**src/common/etcu_map.vh**
```
// Purpose: constants of the event timer capture unit
// Assumes: byte wide register port, 4-bit address
// Notes: definitions only
`ifndef ETCU_MAP_VH
`define ETCU_MAP_VH
// --------------------------------------------------
// Register offsets
// --------------------------------------------------
`define ETCU_A_CTRL_A 4'h0
`define ETCU_A_CTRL_B 4'h1
`define ETCU_A_EVCTL 4'h4
`define ETCU_A_INTCTL 4'h5
`define ETCU_A_FLAGS 4'h6
`define ETCU_A_STATUS 4'h7
`define ETCU_A_DBGCTL 4'h8
`define ETCU_A_TEMP 4'h9
`define ETCU_A_CNT_L 4'hA
`define ETCU_A_CNT_H 4'hB
`define ETCU_A_CCV_L 4'hC
`define ETCU_A_CCV_H 4'hD
// --------------------------------------------------
// Field positions
// --------------------------------------------------
`define ETCU_B_ENABLE 0
`define ETCU_B_CLOCK_PRESCALE_SELECT_LO 1
`define ETCU_B_CLOCK_PRESCALE_SELECT_HI 2
`define ETCU_B_MODE_LO 0
`define ETCU_B_MODE_HI 2
`define ETCU_B_IMMED 6
`define ETCU_B_SAMPLE_DONE_FLAG_EI 0
`define ETCU_B_EDGE 4
`define ETCU_B_FLAG 0
`define ETCU_B_RUN 0
`define ETCU_B_DEBUG_KEEP_RUNNING 0
// --------------------------------------------------
// Modes and prescale codes
// --------------------------------------------------
`define ETCU_M_PERIODIC 3'h0
`define ETCU_M_TIMEOUT 3'h1
`define ETCU_M_CAPTURE 3'h2
`define ETCU_M_FREQ 3'h3
`define ETCU_M_PULSE 3'h4
`define ETCU_M_FREQ_PW 3'h5
`define ETCU_M_SINGLE 3'h6
`define ETCU_M_PWM8 3'h7
`define ETCU_CS_DIV1 2'h0
`define ETCU_CS_DIV2 2'h1
`define ETCU_PRE_DIV4_END 2'h3
// --------------------------------------------------
// Reset values
// --------------------------------------------------
`define ETCU_R_BYTE 8'h00
`define ETCU_R_WORD 16'h0000
`define ETCU_R_MODE 3'h0
`define ETCU_R_CLOCK_PRESCALE_SELECT 2'h0
`define ETCU_R_PRE 2'h0
`define ETCU_R_PHASE 4'h1
`endif

```
**src/etcu_top.v**
```verilog
// Purpose: 16-bit event timer with capture and single shot
// Assumes: event input synchronous to clk, byte register port
// Notes: 16-bit registers use a shared byte temp
//
// Our own choices: the address-and-strobe port and the placing of the registers.
`timescale 1ns/1ps
`include "etcu_map.vh"

module etcu_top (
	input wire clk,
	input wire nrst,
	input wire [3:0] addr,
	input wire [7:0] wdata,
	input wire wr,
	input wire rd,
	output reg [7:0] rdata_q,
	input wire dbg_halt,
	input wire ev_in,
	output reg ev_out_q,
	output reg irq_q,
	output reg wave_q
);

// --------------------------------------------------
// Reset release
// --------------------------------------------------
reg rst_meta_n_q;
reg rst_n_q;

always @(posedge clk or negedge nrst)
begin
	if (!nrst)
	begin
		rst_meta_n_q <= 1'b0;
		rst_n_q <= 1'b0;
	end
	else
	begin
		rst_meta_n_q <= 1'b1;
		rst_n_q <= rst_meta_n_q;
	end
end

// --------------------------------------------------
// State
// --------------------------------------------------
localparam PH_WAIT = 4'h1;
localparam PH_RUN = 4'h2;
localparam PH_SAMPLE_DONE_FLAG = 4'h4;
localparam PH_DONE = 4'h8;

reg en_q;
reg [1:0] clock_prescale_select_q;
reg [2:0] mode_q;
reg immed_q;
reg sample_done_flag_ei_q;
reg edge_q;
reg inten_q;
reg flag_q;
reg debug_keep_running_q;
reg [7:0] temp_q;
reg [15:0] cnt_q;
reg [15:0] ccv_q;
reg [1:0] pre_q;
reg ev_q;
reg to_arm_q;
reg to_frz_q;
reg [3:0] ph_q;
reg ss_trig_q;
reg ss_hold_q;

// --------------------------------------------------
// Tick and edges
// --------------------------------------------------
wire halted = dbg_halt & ~debug_keep_running_q;
wire act = en_q & ~halted;
wire pre_hit = (clock_prescale_select_q == `ETCU_CS_DIV1) ||
	((clock_prescale_select_q == `ETCU_CS_DIV2) && pre_q[0]) ||
	(pre_q == `ETCU_PRE_DIV4_END);
wire tick = act & pre_hit;
wire ev_ok = act & sample_done_flag_ei_q;
wire rise = ev_ok & ev_in & ~ev_q;
wire fall = ev_ok & ~ev_in & ev_q;
wire sel = edge_q ? fall : rise;
wire at_top = (cnt_q == ccv_q);
wire [15:0] cnt_inc = cnt_q + 16'h0001;
wire rd_ccv_h = rd && (addr == `ETCU_A_CCV_H);
wire wr_clr = wr && (addr == `ETCU_A_FLAGS) && wdata[`ETCU_B_FLAG];
wire is_ss = (mode_q == `ETCU_M_SINGLE);
wire ss_start = is_ss & sel & ~ss_hold_q;

// --------------------------------------------------
// Mode engine
// --------------------------------------------------
reg [15:0] cnt_d;
reg cap_d;
reg set_d;
reg to_arm_d;
reg to_frz_d;
reg [3:0] ph_d;
reg ss_hold_d;
reg run_d;

always @*
begin
	cnt_d = cnt_q;
	cap_d = 1'b0;
	set_d = 1'b0;
	to_arm_d = to_arm_q;
	to_frz_d = to_frz_q;
	ph_d = ph_q;
	ss_hold_d = ss_hold_q;
	run_d = en_q;
	case (mode_q)
	`ETCU_M_TIMEOUT:
	begin
		run_d = en_q & ~to_frz_q;
		if (sel && (to_frz_q || !to_arm_q))
		begin
			cnt_d = 16'h0000;
			to_arm_d = 1'b1;
			to_frz_d = 1'b0;
		end
		else if (sel)
		begin
			to_frz_d = 1'b1;
			to_arm_d = 1'b0;
		end
		else if (tick && !to_frz_q)
		begin
			cnt_d = cnt_inc;
			set_d = to_arm_q && (cnt_inc == ccv_q);
		end
	end
	`ETCU_M_CAPTURE:
	begin
		if (tick)
			cnt_d = cnt_inc;
		if (sel)
		begin
			cap_d = 1'b1;
			set_d = 1'b1;
		end
	end
	`ETCU_M_FREQ:
	begin
		if (sel)
		begin
			cap_d = 1'b1;
			set_d = 1'b1;
			cnt_d = 16'h0000;
		end
		else if (tick)
			cnt_d = cnt_inc;
	end
	`ETCU_M_PULSE:
	begin
		// Edge bit swaps which edge restarts
		if (edge_q ? fall : rise)
			cnt_d = 16'h0000;
		else if (edge_q ? rise : fall)
		begin
			cap_d = 1'b1;
			set_d = 1'b1;
		end
		else if (tick)
			cnt_d = cnt_inc;
	end
	`ETCU_M_FREQ_PW:
	begin
		run_d = en_q & (ph_q[1] | ph_q[2]);
		case (ph_q)
		PH_WAIT:
			if (rise)
			begin
				cnt_d = 16'h0000;
				ph_d = PH_RUN;
			end
		PH_RUN:
		begin
			// Keep ticking on the capture edge so the period loses no count
			if (tick)
				cnt_d = cnt_inc;
			if (fall)
			begin
				cap_d = 1'b1;
				ph_d = PH_SAMPLE_DONE_FLAG;
			end
		end
		PH_SAMPLE_DONE_FLAG:
			if (rise)
			begin
				set_d = 1'b1;
				ph_d = PH_DONE;
			end
			else if (tick)
				cnt_d = cnt_inc;
		PH_DONE:
			if (rd_ccv_h || wr_clr)
				ph_d = PH_WAIT;
		default:
			ph_d = PH_WAIT;
		endcase
	end
	`ETCU_M_SINGLE:
	begin
		run_d = en_q & ~at_top;
		if (ss_trig_q)
			cnt_d = 16'h0000;
		else if (tick && !at_top)
		begin
			cnt_d = cnt_inc;
			if (cnt_inc == ccv_q)
			begin
				ss_hold_d = 1'b1;
				set_d = 1'b1;
			end
		end
		else if (tick && ss_hold_q)
			ss_hold_d = 1'b0;
	end
	default:
	begin
		// Periodic; PWM mode counts the same way here
		if (tick && at_top)
		begin
			cnt_d = 16'h0000;
			set_d = (mode_q == `ETCU_M_PERIODIC);
		end
		else if (tick)
			cnt_d = cnt_inc;
	end
	endcase
end

// --------------------------------------------------
// Registers and counter
// --------------------------------------------------
always @(posedge clk or negedge rst_n_q)
begin
	if (!rst_n_q)
	begin
		en_q <= 1'b0;
		clock_prescale_select_q <= `ETCU_R_CLOCK_PRESCALE_SELECT;
		mode_q <= `ETCU_R_MODE;
		immed_q <= 1'b0;
		sample_done_flag_ei_q <= 1'b0;
		edge_q <= 1'b0;
		inten_q <= 1'b0;
		flag_q <= 1'b0;
		debug_keep_running_q <= 1'b0;
		temp_q <= `ETCU_R_BYTE;
		cnt_q <= `ETCU_R_WORD;
		ccv_q <= `ETCU_R_WORD;
		pre_q <= `ETCU_R_PRE;
		ev_q <= 1'b0;
		to_arm_q <= 1'b0;
		to_frz_q <= 1'b0;
		ph_q <= `ETCU_R_PHASE;
		ss_trig_q <= 1'b0;
		ss_hold_q <= 1'b0;
		rdata_q <= `ETCU_R_BYTE;
		ev_out_q <= 1'b0;
		irq_q <= 1'b0;
		wave_q <= 1'b0;
	end
	else
	begin
		ev_q <= ev_in;
		pre_q <= (act && !pre_hit) ? pre_q + 2'h1 : `ETCU_R_PRE;
		// Two-stage start gives the documented event latency
		ss_trig_q <= ss_start;
		ss_hold_q <= ss_hold_d;
		to_arm_q <= to_arm_d;
		to_frz_q <= to_frz_d;
		ph_q <= ph_d;
		cnt_q <= cnt_d;
		if (cap_d)
			ccv_q <= cnt_q;
		// Set beats a clear in the same cycle
		if (set_d)
			flag_q <= 1'b1;
		else if (wr_clr || rd_ccv_h)
			flag_q <= 1'b0;
		ev_out_q <= set_d;
		irq_q <= (flag_q | set_d) & inten_q;
		wave_q <= is_ss & en_q & ((cnt_d != ccv_q) | (immed_q & ss_start));
		rdata_q <= `ETCU_R_BYTE;
		if (rd)
		begin
			case (addr)
			`ETCU_A_CTRL_A:
				rdata_q <= {5'h00, clock_prescale_select_q, en_q};
			`ETCU_A_CTRL_B:
				rdata_q <= {1'b0, immed_q, 3'h0, mode_q};
			`ETCU_A_EVCTL:
				rdata_q <= {3'h0, edge_q, 3'h0, sample_done_flag_ei_q};
			`ETCU_A_INTCTL:
				rdata_q <= {7'h00, inten_q};
			`ETCU_A_FLAGS:
				rdata_q <= {7'h00, flag_q};
			`ETCU_A_STATUS:
				rdata_q <= {7'h00, run_d};
			`ETCU_A_DBGCTL:
				rdata_q <= {7'h00, debug_keep_running_q};
			`ETCU_A_TEMP:
				rdata_q <= temp_q;
			`ETCU_A_CNT_L:
			begin
				rdata_q <= cnt_q[7:0];
				temp_q <= cnt_q[15:8];
			end
			`ETCU_A_CCV_L:
			begin
				rdata_q <= ccv_q[7:0];
				temp_q <= ccv_q[15:8];
			end
			`ETCU_A_CNT_H, `ETCU_A_CCV_H:
				rdata_q <= temp_q;
			default:
				rdata_q <= `ETCU_R_BYTE;
			endcase
		end
		if (wr)
		begin
			case (addr)
			`ETCU_A_CTRL_A:
			begin
				en_q <= wdata[`ETCU_B_ENABLE];
				clock_prescale_select_q <= wdata[`ETCU_B_CLOCK_PRESCALE_SELECT_HI:`ETCU_B_CLOCK_PRESCALE_SELECT_LO];
			end
			`ETCU_A_CTRL_B:
			begin
				mode_q <= wdata[`ETCU_B_MODE_HI:`ETCU_B_MODE_LO];
				immed_q <= wdata[`ETCU_B_IMMED];
				to_arm_q <= 1'b0;
				to_frz_q <= 1'b0;
				ph_q <= PH_WAIT;
				ss_hold_q <= 1'b0;
			end
			`ETCU_A_EVCTL:
			begin
				sample_done_flag_ei_q <= wdata[`ETCU_B_SAMPLE_DONE_FLAG_EI];
				edge_q <= wdata[`ETCU_B_EDGE];
			end
			`ETCU_A_INTCTL:
				inten_q <= wdata[`ETCU_B_FLAG];
			`ETCU_A_DBGCTL:
				debug_keep_running_q <= wdata[`ETCU_B_DEBUG_KEEP_RUNNING];
			`ETCU_A_TEMP, `ETCU_A_CNT_L, `ETCU_A_CCV_L:
				temp_q <= wdata;
			`ETCU_A_CNT_H:
				cnt_q <= {wdata, temp_q};
			`ETCU_A_CCV_H:
				ccv_q <= {wdata, temp_q};
			default:
				temp_q <= temp_q;
			endcase
		end
	end
end

endmodule // etcu_top

```
**config.mk**
```make
export PLATFORM = sky130hd
export DESIGN_NAME = etcu_top
export DESIGN_NICKNAME = d
export VERILOG_FILES = /design/src/etcu_top.v
export VERILOG_INCLUDE_DIRS = /design/src /design/src/common
export SDC_FILE = /design/constraint.sdc
export NUM_CORES = 1
export LEC_CHECK = 0
export BUFFER_PORTS_ARGS = -buffer_cell sky130_fd_sc_hd__buf_2
export CORE_UTILIZATION = 40
export CTS_BUF_LIST = sky130_fd_sc_hd__clkbuf_4 sky130_fd_sc_hd__clkbuf_8
export DETAILED_ROUTE_END_ITERATION = 8
export PLACE_DENSITY = 0.61
export SETUP_SLACK_MARGIN = 0.15
export SLEW_MARGIN = 20
export SYNTH_ARGS = -nofsm -noshare
export SYNTH_HDL_FRONTEND = slang
export SYNTH_SLANG_ARGS = --single-unit
```
**constraint.sdc**
```tcl
create_clock -name clk -period 5.75 [get_ports clk]
set_input_delay 1.15 -clock clk [delete_from_list [all_inputs] [get_ports clk]]
set_output_delay 1.15 -clock clk [all_outputs]
set_load 0.01 [all_outputs]
```
# == Yosys cells after proc, flatten, opt, wreduce, memory -nomap -nowiden ==
# Index checks and enable logic that the tools add are counted.
# classes
n_addsub,2
mul,0
n_div,0
n_lt_le_gt_ge,0
n_eq_ne,27
n_shift,0
n_mux,72
n_bitwise,27
n_reduce_logical,32
# ops
op,n
2-to-1 mux 16 bit,17
one-hot mux 16 bit (6 select lines),1
one-hot mux 8 bit (10 select lines),1
one-hot mux 16 bit (3 select lines),1
2-to-1 mux 1 bit,35
== test 16 bit,2
one-hot mux 8 bit (2 select lines),2
== test 4 bit (second input constant),7
2-to-1 mux 4 bit,7
2-to-1 mux 8 bit,3
== test 4 x 3 -> 1 bit (second input constant),5
bitwise AND 1 bit,17
adder 16 x 1 -> 16 bit (second input constant),1
inequality test 16 bit,1
one-hot mux 4 bit (4 select lines),1
logical AND 1 bit,11
AND reduction 2 bit,5
== test 3 bit (second input constant),3
== test 4 x 1 -> 1 bit (second input constant),2
inverter 1 bit,7
OR reduction 7 bit,1
== test 3 x 2 -> 1 bit (second input constant),2
one-hot mux 1 bit (3 select lines),2
OR reduction 3 bit,2
other kinds (16),24
# totals
ff_bits,76
latch_bits,0
ramBits,0
romBits,0
output_inout_bits,11
n_memories,0

# == Longest topological paths before layout ==
# depth
ltp_word,14
depth_mapped,13
mapped_depth_nobuf,11

# == Least setup slack after synthesis ==
# OpenSTA, ideal clock, no wires.
# synth_timing
path_type,input to register
start,input port dbg_halt
end,register wave_q
setup_time_ns,0.140
arrival_ns,3.629
required_time_ns,5.610
setup_slack_ns,1.981
stages,13
path_buffers,3
cell_sequence,nand2b_1 clkbuf_1 and3_1 clkbuf_1 o32ai_4 nor3_4 clkbuf_1 a31oi_1 a221oi_2 xor2_1 o2111ai_1 nor4_1 a311oi_1
# synth_via
elab_chain_len,13
word_cells_on_any_way,35
# synth_rtl
item,line_no,rtl
"start, declared",etcu_top.v:17,"input wire dbg_halt,"
bitwise AND 1 bit (*),etcu_top.v:75,wire halted = dbg_halt & ~debug_keep_running_q;
inverter 1 bit (*),etcu_top.v:76,wire act = en_q & ~halted;
bitwise AND 1 bit (*),etcu_top.v:76,
bitwise AND 1 bit,etcu_top.v:81,wire ev_ok = act & sample_done_flag_ei_q;
"bitwise AND 1 bit, on equally long branches (2 in a row)","etcu_top.v:83, etcu_top.v:82",
"2-to-1 mux 1 bit, on equally long branches","etcu_top.v:161, etcu_top.v:84, etcu_top.v:159",
2-to-1 mux 16 bit (tied with other cells),etcu_top.v:161,else if (edge_q ? rise : fall)
"2-to-1 mux 16 bit, on equally long branches","etcu_top.v:159, etcu_top.v:118",
one-hot mux 16 bit (6 select lines),etcu_top.v:114,case (mode_q)
inequality test 16 bit,etcu_top.v:287,wave_q <= is_ss & en_q & ((cnt_d != ccv_q) | (immed_q & ss_start));
bitwise OR 1 bit (*),etcu_top.v:287,
bitwise AND 1 bit (*),etcu_top.v:287,
"end signal, assigned",etcu_top.v:287,
"end, declared",etcu_top.v:21,output reg wave_q
# Mark *: on every way between the ends. The rest lies on a longest branch, timed or not.
# A chain may end at the register's enable or synchronous reset.

# == Final worst setup path ==
# layout_timing
start,input port ev_in
end,register wave_q
# layout_via
elab_chain_len,10
word_cells_on_any_way,23
# layout_rtl
item,line_no,rtl
"start, declared",etcu_top.v:18,"input wire ev_in,"
inverter 1 bit,etcu_top.v:83,wire fall = ev_ok & ~ev_in & ev_q;
bitwise AND 1 bit (2 in a row),etcu_top.v:83,
"2-to-1 mux 1 bit, on equally long branches","etcu_top.v:161, etcu_top.v:84, etcu_top.v:159",
2-to-1 mux 16 bit (tied with other cells),etcu_top.v:161,
"2-to-1 mux 16 bit, on equally long branches","etcu_top.v:159, etcu_top.v:118",
one-hot mux 16 bit (6 select lines),etcu_top.v:114,
inequality test 16 bit,etcu_top.v:287,
bitwise OR 1 bit (*),etcu_top.v:287,
bitwise AND 1 bit (*),etcu_top.v:287,
# Marked as above.

==> flow_summary.json <==
{
  "status": "complete, no violations",
  "reg2reg_from": "cnt_q[5]$_DFF_PN0_",
  "end_kind": "register",
  "final_hold_viol_count": 0,
  "timing.critical_path.required_ns": 5.98,
  "cts_root_buf": "clkbuf_8",
  "critPathLaunch": "ev_in",
  "met3_length_um": 1223,
  "io_buffers": 28,
  "instances_no_fill": 886,
  "row_count": 43,
  "ir_drop_uv": 184.8,
  "core_area_um2": 14040,
  "gp_congestion": 0.9600,
  "maxSlewViolCount": 0,
  "start_kind": "primary input",
  "drt_first_pass_iters": 5,
  "p_leak_nw": 2.445,
  "worst_slack_ns": 1.800,
  "rsz0062_at_grt": "false",
  "dr.max_layer_used": "met4",
  "synth_edf_count": 0,
  "ys.flop_type": "dfrtp_1",
  "worst_pin_slew_ns": 1.106,
  "fin_util_pct": 44.33,
  "synth_fp_nets": 730,
  "cts_sinks": 76,
  "synth.distinct_cells": 76,
  "overflow": 0,
  "postCtsSetupRepairBufs": 0,
  "crit_arrival_ns": 4.18,
  "cts.path.max_buffers": 2,
  "min_period_ns": 3.950,
  "grt_max_degree": 75,
  "async_reset_ff_share_pct": 100.0,
  "drt-met1-wl_um": 8869,
  "antenna_found_initial": 0,
  "num-nets-final": 722,
  "cts_buffers": 9,
  "crit_fanout": 9,
  "die_w_um": 122.7,
  "slew_headroom_pct": 25.99,
  "r2r_cells": 10,
  "h-tree-depth": 3,
  "io_pins": 29,
  "ys_seq_area_share_pct": 32.66,
  "power.density_nw_per_um2": 382.7,
  "start_util_pct": 41.50,
  "yosys_register_bits": 76,
  "cts_tree": "built",
  "skew_ns": 0.01643,
  "grt_usage_pct": 27.75,
  "post-route-period-util_pct": 68.70,
  "synthToLayoutAreaGrowth_pct": 6.828,
  "max_cap_viol_count": 0,
  "path_clk_slew_ns": 0.09,
  "synthesis.area_um2": 5827,
  "reg2reg_setup_slack_ns": 1.87,
  "post-route-cell-area_um2": 6225,
  "dp_hpwl_um": 14790,
  "finalSetupTns_ns": 0,
  "n_antenna_cell": 0,
  "fin_hold_ws_ns": 0.2290,
  "routed_wirelength_um": 19860,
  "r2r-end": "wave_q$_DFF_PN0_",
  "route.met2.wl_um": 9188,
  "wl_per_cell_um": 22.41,
  "grt_first_pass_wirelength_um": 31370,
  "cts_hold_buf": 0,
  "die_area_um2": 15050,
  "min_path_type": "reg -> async",
  "drc": 0,
  "die-height_um": 122.7,
  "yosys_warnings": 0,
  "num_vias": 5711,
  "worstSetupPathType": "in -> reg",
  "avgSynthCellArea_um2": 8.218,
  "drt-vias-per-instance": 6.446,
  "final_cell_mix": "nand2_1 (78), dfrtp_1 (74), nor2_1 (62)",
  "max_clock_freq_mhz": 253.1,
  "final_common_cell": "nand2_1",
  "clock_latency_ns": 0.37,
  "postSynthCellCount": 709,
  "finalPower_mw": 2.382,
  "drtIter0Drc": 500,
  "setup_viol": 0,
  "placed_area_um2": 6020,
  "ant_nets": 0,
  "dp.cells": 869,
  "dp_slack_ns": 1.553,
  "drive_gt1_share_pct": 11.61,
  "cts_resized": 0,
  "grt_pass1_vias": 5409
}
==> layer usage <==
layer  track usage (%)  vias to the layer above
met2             43.26                      268
met3             3.532                       41
met1             38.69                     2785
met5                 0                        -
li1                  -                     2617
met4             11.28                        0
==> state kept, by name, indices dropped and copies added (netlist names), 2 cells and up <==
name,flops
temp_q,8
pre_q,2
mode_q,3
clock_prescale_select_q,2
cnt_q,16
ph_q,4
rdata_q,8
ccv_q,16
==> cells in the mapped netlist, types with 8 or more instances <==
master,count,area (µm²)
nand2b_1,9,56.30
a21oi_1,34,170.2
nand3_1,27,135.1
and3_1,15,93.84
nand4_1,8,50.05
nor4_1,11,68.82
o211ai_1,11,82.58
a31oi_1,12,75.07
nor2b_1,10,62.56
mux2i_1,20,200.2
dfrtp_1,75,1877
mux2_2,12,135.1
nand2_1,78,292.8
xnor2_1,17,148.9
a22oi_1,18,135.1
xor2_1,29,254.0
clkbuf_1,42,157.7
nor2_1,62,232.7
nor3_1,25,125.1
o21a_1,8,60.06
o21ai_0,56,280.3
==> cell type report <==
cell class              instances  area, µm²
inverters                       5      18.77
clock inverters                 5      38.79
clock buffers                  11      138.9
fillers                      1391       7818
multi-input cells             573       3676
well taps                     180      225.2
repair buffers                 36      220.2
flip-flops and latches         76       1907
==> cells by family (layout without fill, tap and decap cells) <==
group | Yosys count | after routing | share of synthesized area, %
other | 1 | 1 | 0.06436
AO/OA/AOI/OAI | 207 | 207 | 24.85
buffers and inverters | 60 | 57 | 4.316
XOR/XNOR | 46 | 46 | 6.914
flip-flops | 76 | 76 | 32.66
multiplexers | 32 | 32 | 5.755
adder cells (fa/ha/maj) | 3 | 3 | 0.6443
AND/OR/NAND/NOR | 284 | 284 | 24.80
==> worst max-delay path by stage <==
stage | end | slack (ns) | cells after the start
after CTS | wave_q$_DFF_PN0_ | 1.95 | 11
after floorplan | wave_q$_DFF_PN0_ | 1.98 | 13
after global routing | wave_q$_DFF_PN0_ | 1.61 | 11
after detailed placement | wave_q$_DFF_PN0_ | 1.55 | 11
after global placement | wave_q$_DFF_PN0_ | 1.62 | 11
final | wave_q$_DFF_PN0_ | 1.80 | 11
==> report_power, final <==
part | total, mW | internal (mW) | switching [mW]
sequential | 0.973 | 0.661 | 0.312
combinational | 1.03 | 0.427 | 0.599
clock | 0.383 | 0.168 | 0.215
==> worst max-delay path, cell delays in order <==
cell	delay, ns
buf_2	0.16
nor3b_1	0.27
o2111ai_1	0.25
o21ai_0	0.63
nor2_1	0.12
a211oi_1	0.40
o21ai_1	0.26
a221oi_2	0.38
xnor2_1	0.10
nor4_1	0.32
a311oi_1	0.14
No activity file was read; power rests on OpenSTA's default activity.
